**config.mk**
```make
export PLATFORM = sky130hd
export DESIGN_NAME = srd_relay_chain
export DESIGN_NICKNAME = d
export VERILOG_FILES = /design/src/srd_stage.v /design/src/srd_relay_chain.v
export VERILOG_INCLUDE_DIRS = /design/src
export SDC_FILE = /design/constraint.sdc
export NUM_CORES = 1
export LEC_CHECK = 0
export BUFFER_PORTS_ARGS = -buffer_cell sky130_fd_sc_hd__buf_2
export CORE_MARGIN = 2
export CORE_UTILIZATION = 40
export CTS_BUF_LIST = sky130_fd_sc_hd__clkbuf_16
export CTS_CLUSTER_SIZE = 30
export DETAILED_ROUTE_END_ITERATION = 8
export GPL_ROUTABILITY_DRIVEN = 0
export HOLD_SLACK_MARGIN = 0.15
export PLACE_DENSITY = 0.54
export SLEW_MARGIN = 20
export SYNTH_ARGS = -nofsm -noshare
export SYNTH_HDL_FRONTEND = slang
export SYNTH_SLANG_ARGS = --single-unit
export TNS_END_PERCENT = 100
```
**constraint.sdc**
```tcl
create_clock -name ref_clk -period 3 [get_ports ref_clk]
set_input_delay 0.3 -clock ref_clk [delete_from_list [all_inputs] [get_ports ref_clk]]
set_output_delay 0.3 -clock ref_clk [all_outputs]
set_load 0.05 [all_outputs]
```
**src/srd_regs.vh**
```
/*
  constants for the serial relay driver chain: chain length, relay bit
  positions inside the latched word, and power-on guard timing.
  assumes: included by srd_*.v files; 125 MHz ref_clk.
*/
`ifndef SRD_REGS_VH
`define SRD_REGS_VH

// update length in bytes and bits
`define SRD_UPDATE_BYTES      3
`define SRD_UPDATE_BITS       24
`define SRD_STAGE_BITS        8
// bit positions in the latched word (word bit 0 = last bit shifted in)
`define SRD_CH_FIRST_POS      0
`define SRD_CH_COUNT          10
`define SRD_CH5_POS           4
`define SRD_CH10_POS          9
`define SRD_POLE_CFG_POS      10
`define SRD_SSW_ENA_POS       11
// latched word after reset: all drivers high, relays at rest
`define SRD_LATCH_RESET       24'hFFFFFF
// power-on guard settle time, and the clock rate it is counted at
`define SRD_GUARD_US          10
`define SRD_CLK_MHZ           125
`define SRD_GUARD_CYCLES      (`SRD_GUARD_US * `SRD_CLK_MHZ)

`endif

```
**src/srd_stage.v**
```verilog
/*
  one relay driver stage: 8-bit shift register, cascade serial output,
  and output latch loaded on strobe.
  assumes: shiftEn and strobeEn are single-cycle pulses on ref_clk.
*/
`timescale 1ns/1ps
`include "srd_regs.vh"

module srd_stage #(
  parameter WIDTH = `SRD_STAGE_BITS
) (
  input  wire             ref_clk,
  input  wire             rst,
  input  wire             clkEn,
  input  wire             shiftEn,
  input  wire             strobeEn,
  input  wire             serIn,
  output wire             serOut,
  output wire [WIDTH-1:0] latchOut
);

  reg [WIDTH-1:0] shift_q;
  reg [WIDTH-1:0] latch_q;

  // shift in at bit 0; the top bit overflows to the next stage
  always @(posedge ref_clk) begin
    if (rst) begin
      shift_q <= {WIDTH{1'b1}};
      latch_q <= {WIDTH{1'b1}};
    end else if (clkEn) begin
      if (shiftEn) begin
        shift_q <= {shift_q[WIDTH-2:0], serIn};
      end
      if (strobeEn) begin
        latch_q <= shift_q;
      end
    end
  end

  assign serOut   = shift_q[WIDTH-1];
  assign latchOut = latch_q;

endmodule

```
**src/srd_relay_chain.v**
```verilog
/*
  serial relay driver chain of the scanner card: three cascaded stages,
  active-low relay driver outputs, solid-state switch selection for
  channels 5 and 10, and a power-on guard on the driver output enable.
  assumes: serial clock, data and strobe come from the host as pins and
  are sampled here on ref_clk (125 MHz); serial clock is much slower.
*/
`timescale 1ns/1ps
`include "srd_regs.vh"

module srd_relay_chain #(
  parameter STAGES       = `SRD_UPDATE_BYTES,
  parameter GUARD_CYCLES = `SRD_GUARD_CYCLES
) (
  input  wire        ref_clk,
  input  wire        rst,
  input  wire        clkEn,
  input  wire        serData,
  input  wire        serClk,
  input  wire        strobe,
  input  wire        powerGood,
  input  wire        internalScan,
  input  wire        scanOnly5And10,
  input  wire        sameFunction,
  output reg  [9:0]  chRelay_n,
  output reg         poleConfigRelay_n,
  output reg         ch5LatchingRelay_n,
  output reg         ch10LatchingRelay_n,
  output reg         solidStateSwitchA,
  output reg         solidStateSwitchB,
  output wire        outEnable_n,
  output wire        chainSerOut,
  output reg  [4:0]  bitCount
);

  localparam NBITS = STAGES * `SRD_STAGE_BITS;

  // two-flop synchronisers for the pin inputs
  reg [1:0] dataSync_q;
  reg [1:0] clkSync_q;
  reg [1:0] strobeSync_q;
  reg [1:0] pgSync_q;
  reg       clkPrev_q;
  reg       strobePrev_q;

  always @(posedge ref_clk) begin
    if (rst) begin
      dataSync_q   <= 2'h0;
      clkSync_q    <= 2'h0;
      strobeSync_q <= 2'h0;
      pgSync_q     <= 2'h0;
      clkPrev_q    <= 1'b0;
      strobePrev_q <= 1'b0;
    end else if (clkEn) begin
      dataSync_q   <= {dataSync_q[0], serData};
      clkSync_q    <= {clkSync_q[0], serClk};
      strobeSync_q <= {strobeSync_q[0], strobe};
      pgSync_q     <= {pgSync_q[0], powerGood};
      clkPrev_q    <= clkSync_q[1];
      strobePrev_q <= strobeSync_q[1];
    end
  end

  // data is sampled with the clock edge; host keeps data stable around it
  wire shiftPulse  = clkSync_q[1] & ~clkPrev_q;
  wire strobePulse = strobeSync_q[1] & ~strobePrev_q;

  // cascade of stages; overflow of one feeds the next
  wire [STAGES:0]   chainLink;
  wire [NBITS-1:0]  latched;
  assign chainLink[0] = dataSync_q[1];

  genvar gi;
  generate
    for (gi = 0; gi < STAGES; gi = gi + 1) begin : gStage
      srd_stage #(
        .WIDTH (`SRD_STAGE_BITS)
      ) uStage (
        .ref_clk  (ref_clk),
        .rst      (rst),
        .clkEn    (clkEn),
        .shiftEn  (shiftPulse),
        .strobeEn (strobePulse),
        .serIn    (chainLink[gi]),
        .serOut   (chainLink[gi+1]),
        .latchOut (latched[gi*`SRD_STAGE_BITS +: `SRD_STAGE_BITS])
      );
    end
  endgenerate

  assign chainSerOut = chainLink[STAGES];

  // bits received since the last strobe, saturating; shows a full update
  always @(posedge ref_clk) begin
    if (rst) begin
      bitCount <= 5'h00;
    end else if (clkEn) begin
      if (strobePulse) begin
        bitCount <= 5'h00;
      end else if (shiftPulse && bitCount != 5'h1F) begin
        bitCount <= bitCount + 5'h01;
      end
    end
  end

  // power-on guard: enable only after power has been good for a settle time
  reg [31:0] guardCnt_q;
  reg        guardOk_q;

  always @(posedge ref_clk) begin
    if (rst) begin
      guardCnt_q <= 32'h00000000;
      guardOk_q  <= 1'b0;
    end else if (clkEn) begin
      if (!pgSync_q[1]) begin
        guardCnt_q <= 32'h00000000;
        guardOk_q  <= 1'b0;
      end else if (guardCnt_q >= GUARD_CYCLES - 1) begin
        guardOk_q  <= 1'b1;
      end else begin
        guardCnt_q <= guardCnt_q + 32'h00000001;
      end
    end
  end

  assign outEnable_n = ~guardOk_q;

  // solid-state path needs all three scan conditions and the latched request
  wire sswUse = internalScan & scanOnly5And10 & sameFunction
                & ~latched[`SRD_SSW_ENA_POS];

  // register the drivers; disabled relay drivers rest high and switches low so nothing moves
  always @(posedge ref_clk) begin
    if (rst) begin
      chRelay_n           <= 10'h3FF;
      poleConfigRelay_n   <= 1'b1;
      ch5LatchingRelay_n  <= 1'b1;
      ch10LatchingRelay_n <= 1'b1;
      solidStateSwitchA   <= 1'b0;
      solidStateSwitchB   <= 1'b0;
    end else if (clkEn) begin
      if (!guardOk_q) begin
        chRelay_n           <= 10'h3FF;
        poleConfigRelay_n   <= 1'b1;
        ch5LatchingRelay_n  <= 1'b1;
        ch10LatchingRelay_n <= 1'b1;
        solidStateSwitchA   <= 1'b0;
        solidStateSwitchB   <= 1'b0;
      end else begin
        // channel selection from the ten channel bits only
        chRelay_n <= latched[`SRD_CH_FIRST_POS +: `SRD_CH_COUNT];
        poleConfigRelay_n <= latched[`SRD_POLE_CFG_POS];
        if (sswUse) begin
          ch5LatchingRelay_n  <= 1'b1;
          ch10LatchingRelay_n <= 1'b1;
          solidStateSwitchA   <= ~latched[`SRD_CH5_POS];
          solidStateSwitchB   <= ~latched[`SRD_CH10_POS];
        end else begin
          ch5LatchingRelay_n  <= latched[`SRD_CH5_POS];
          ch10LatchingRelay_n <= latched[`SRD_CH10_POS];
          solidStateSwitchA   <= 1'b0;
          solidStateSwitchB   <= 1'b0;
        end
      end
    end
  end

endmodule

```
After elaboration in Yosys (flattened, before gate mapping)
Index checks and enable logic that the tools add are counted.
W data, S select, Z words.

storage, ports and cells
  output and inout port bits = 22
  input bits = 10
  register bits after elaboration = 99

operators by class
  multiplexer cells = 16
  bitwise gates (word level) = 11
  add/subtract/negate cells = 2
  $lt $le $gt $ge = 1
  eq/ne operators = 3
  reduce and logical (&&, ||, !) cells = 7

operators by type and width
  kind                     count
  $mux W32                 2
  $add A32 B1 Y32 const B  1
  $ge A32 B11 Y1 const B   1
  $mux W1                  11
  $mux W10                 1
  $mux W5                  2
  $reduce_and A2 Y1        5
  $not A1 Y1               6
  $add A5 B1 Y5 const B    1
  $and A1 B1 Y1            5
  $ne A5 B5 Y1 const B     1
  $ne A2 B1 Y1 const B     1
  $ne A2 B2 Y1 const B     1
  $reduce_bool A2 Y1       1
  $logic_and A1 B1 Y1      1

Logic depth before layout (Yosys ltp)
  word-level depth = 5
  gate-level depth with buffers = 9
  gate-level depth less buffers = 8

By module
Synthesis repeated with hierarchy kept, for this count alone.

second synthesis, totals
  cells, all modules = 445
  area, all modules = 4560.6 sq um

modules (own cells, without submodules)
  module           cells each  times used  area an instance (sq um)
  srd_relay_chain  277         1           2567.5
  srd_stage        56          3           664.4

Least setup slack after synthesis
OpenSTA, ideal clock, no wires.

  kind = register to register
  from = reg bitCount[0]
  to = reg bitCount[3]
  cell stages (with the launch flop) = 8
  setup time = 0.078 ns
  path buffers = 0
  data required time = 2.922 ns
  slack = 1.201 ns
  arrival time = 1.721 ns
  clock period less this slack = 1.799 ns
  cell sequence = dfxtp_1 ha_1 and3_1 ha_1 nor2_1 nand4_1 xor2_1 nor3_1

on the way
  word-level cells in the longest chain between the ends = 4
  elaborated cells on any way between the ends = 7
  classes of those cells = add/sub (1); eq/ne (1); mux (2); reduce/logical (3)

ends and longest elaborated chain
  what                                                   RTL line               text
  start: declaration                                     srd_relay_chain.v:33   output reg [4:0] bitCount
  start signal: assignment                               srd_relay_chain.v:101  bitCount <= bitCount + 5'h01;
  branches (longest 4 deep; another with $add A5 B1 Y5)  --

Several ways; the timed one is not identified. The select of a mux whose other input is x is not followed.
A chain may end at the register's enable or synchronous reset.

Final worst setup path
  from = reg guardCnt_q[1]
  to = reg guardCnt_q[2]

on the way
  word-level cells in the longest chain between the ends = 3
  elaborated cells on any way between the ends = 6
  classes of those cells = add/sub (1); order compare (1); eq/ne (1); mux (2); reduce/logical (1)

ends and longest elaborated chain
  what                                               RTL line                                      text
  start: declaration                                 srd_relay_chain.v:107                         reg [31:0] guardCnt_q;
  start signal: assignment                           srd_relay_chain.v:121                         guardCnt_q <= guardCnt_q + 32'h00000001;
  $add A32 B1 Y32 or $ge A32 B11 Y1 (tied branches)  srd_relay_chain.v:121, srd_relay_chain.v:118
  $mux W32 or $ne A2 B2 Y1 (tied branches)           --
  $mux W32 or $reduce_and A2 Y1 (tied branches)      --

Several ways; a longest one is shown, not always the timed one. The select of a mux whose other input is x is not followed.

==> run_results.csv <==
group,metric,value,unit
status,run_status,"complete, no violations",
clocking,clockBufferDepth,2,
timing,worst_slew_pin_slew,0.718,ns
placement,place.detailed.instances,592,
cells_and_area,stdcell_count,607,
route,drc_errors,0,
worst_setup_path,setup.worst_path.end_class,"flip-flop",
power,static_leakage,0.00181,uW
floorplan,initial_standard_cell_utilization_of_the_core,40.5,%
clocking,post-cts-setup-buffers,0,
job,max_cap_violations,0,
timing,final-setup-viol-count,0,
cells_and_area,post_route_cells_drive_above_1_share,12.2,%
synthesis,synthMostInstantiatedCell,"dfxtp_1",
worst_setup_path,worstPathCellList,"inv_1 -> ha_1 -> nor4_1 -> nand2_1 -> nand3_1 -> a21oi_2 -> or3_2 -> a21oi_1",
timing,worst_slew_margin_rel,52.2,%
worst_setup_path,critical-path-slowest-cell,"or3_2",
cells_and_area,footprint_of_the_multi_input_gates,1810,sq um
worst_setup_path,critical-path-max-stage-delay,0.47,ns
route,routed_via_density,4.94,
cells_and_area,final_net_count,485,
cells_and_area,antennaDiodeCount,0,
grt,gr-total-overflow,0,
power,switching_share,20.7,%
floorplan,design.die.area,10600,sq um
route,dr.pass1.iters,4,
floorplan,std_cell_rows,36,
hold_path,worstHoldPathType,"in -> reg",
floorplan,io_pins,32,
synthesis,synth_common_cells,"99 x dfxtp_1, 91 x nand2_1, 38 x nand3b_1",
timing,timing_max_transition_violations_final,0,
timing,fin_setup_tns,0,ns
cells_and_area,syn2layout_area_growth,14.7,%
floorplan,placeableCoreArea,9640,sq um
timing,rsz0062_at_grt,"false",
power,netSwitchingPower,544,uW
synthesis,synthCells,447,
synthesis,synth.net_count,462,
grt,grt_first_pass_wirelength,13.3,mm
timing,max_clock_freq,513,MHz
route,route.vias.total,2999,
grt,maximum_number_of_pins_on_one_net_before_global_route_repair,54,
timing,timing.final.hold_violations,0,
synthesis,synth.avg_cell_area,8.74,sq um
synthesis,synth_top_area_share,50.7,%
clocking,cts-htree-levels,3,
power,share_clk_of_total_power,45.3,%
placement,io_buffer_count,31,
clocking,worst_setup_hold_path_clk_slew,0.06,ns
power,seq_power_share,51.0,%
power,power.share.combinational,3.6,%
hold_path,hold_depth,3,
route,routed_wl,7.69,mm
synthesis,post-synth-top-area-cell,"dfxtp_1",
worst_setup_path,crit_arrival,2.22,ns
timing,finalCritPeriodShare,65.0,%
clocking,clock_sink_count,99,
cells_and_area,fillerInstances,979,
worst_setup_path,timing.setup.critical_path_class,"reg -> reg",
synthesis,ys_warn_count,0,
clocking,clock_latency_reported_for_the_late_side_of_the_worst_skew_pair,0.34,ns
synthesis,seq_cells_post_synth,99,
route,drt_first_iter_violations,106,
clocking,cts_buffers,9,
synthesis,main_flop_type_after_synthesis,"dfxtp_1",
floorplan,die_height,103,microns
power,ir_drop,235,uV
cells_and_area,register_area,1980,sq um
synthesis,synthDistinctLibCells,42,
power,p_int,2090,uW
route,drt-wirelength-per-cell,12.7,microns
clocking,cts_tree,"built",
clocking,cts.root.buffer_cell,"clkbuf_16",
worst_setup_path,reg2reg_depth,8,
floorplan,fp.dieW,103,microns
synthesis,syn-cell-area,3910,sq um
grt,gr-usage-all-layers,16.1,%
worst_setup_path,cp_data_required_time,3.27,ns
synthesis,synth_sequential_area_ratio,50.7,%
worst_setup_path,worst_setup_path_start_kind,"flip-flop",
placement,hpwl_after_detailed_placement,4.98,mm
synthesis,ys_top_cells_by_area,"dfxtp_1 51%, nand2_1 8.7%, nand3b_1 7.3%, nor2_1 2.9%, mux2i_1 2.8%",
timing,timing.final.crit_period,1.95,ns
synthesis,async_flop_share,0,%
grt,antenna_found_initial,0,
route,postRouteAntennaNets,0,
clocking,ctsResizeCount,0,
worst_setup_path,cp_max_fo,16,
synthesis,synth_enable_flop_cells,0,
grt,grt_pass1_vias,2825,
clocking,cts_hold_buffers,0,
power,powerDensity,588,nW/um^2
timing,skew,0.00742,ns
==> worst max-delay path: cells and delay by family (launching register included) <==
family                     cells  cell delay, ns
and+or+nand+nor                4            0.89
DFF                            1            0.39
AOI/OAI and AO/OA              2            0.32
adders and majority gates      1            0.18
buffers and inverters          1            0.09
==> power by group through the flow <==
stage	Sequential [uW]	Clock, uW	Combinational (uW)
after floorplan	1370	0	72.2
after global placement	1370	0	97.2
after detailed placement	1370	0	97.7
after CTS	1340	1230	98.2
after global routing	1350	1290	109
final	1340	1190	96.1
==> sequential cells by signal (all words and copies together), names as in the netlist, 2 cells and up <==
signal                  flops
guardCnt_q                 32
gStage.uStage.shift_q      24
dataSync_q                  2
clkSync_q                   2
strobeSync_q                2
pgSync_q                    2
gStage.uStage.latchOut     12
bitCount                    5
chRelay_n                  10
==> cells in the final DEF, fill, tap and decap left out, drive strengths merged, types with 5 or more instances in the layout <==
cell,netlist,routed
nand2,91,91
xor2,5,5
dfxtp,99,99
buf,6,36
o21ai,22,22
nor2,30,30
clkbuf,18,9
nand3,12,12
nand2b,14,14
nand3b,38,38
a21oi,18,18
ha,5,5
inv,6,7
and2,13,13
nor4,7,7
or3,17,17
mux2i,11,11
nand4,7,7
and3,5,5
==> path summary, 6_finish.rpt <==
| path | from | endpoint | slack (ns) |
|---|---|---|---|
| setup / recovery | guardCnt_q[1] | guardCnt_q[2] | 1.05 |
| hold / removal | powerGood | pgSync_q[0] | 0.20 |
| setup reg to reg | guardCnt_q[1] | guardCnt_q[2] | 1.05 |
| hold reg to reg | guardCnt_q[27] | guardCnt_q[27] | 0.46 |
==> cell families (layout without fill, tap and decap cells) <==
kind of cell	Yosys count	after routing	synth area share, %
AOI/OAI and AO/OA	49	49	6.89
xor gates and xnor gates	6	6	1.35
adders and majority gates	5	5	1.60
buffers and inverters	30	57	3.11
DFF	99	99	50.7
muxes	11	11	2.82
and+or+nand+nor	247	247	33.5
==> layer usage <==
metal / global-route usage [%] / wire [microns] / part of all wire, %
met2: 25.2 / 3450 / 45
met3: 3.66 / 163 / 2.1
met1: 21.1 / 3930 / 51
met4: 7.59 / 141 / 1.8
met5: 0 / 0 / 0
==> metrics by stage <==
stage	util [%]	setup slack [ns]	hold WS (ns)	power (uW)	cell area (sq um)
floorplan	-	1.20	0.425	1450	3910
global placement	43.3	1.09	0.440	1470	4170
detailed placement	43.3	1.03	0.448	1470	4170
CTS	46.5	1.02	0.185	2670	4480
global route	46.5	0.800	0.209	2740	4480
finish	46.5	1.05	0.196	2630	4480
==> layout make-up <==
| type | instances | share of cell area (%) |
|---|---|---|
| multi-input combinational | 318 | 40.4 |
| tap | 133 | 3.72 |
| inverter | 6 | 0.503 |
| clock inverter | 6 | 1.84 |
| clock buffer | 9 | 5.03 |
| sequential | 99 | 44.2 |
| timing repair buffer | 36 | 4.30 |
Note: power is estimated with default switching activity, not from simulation.
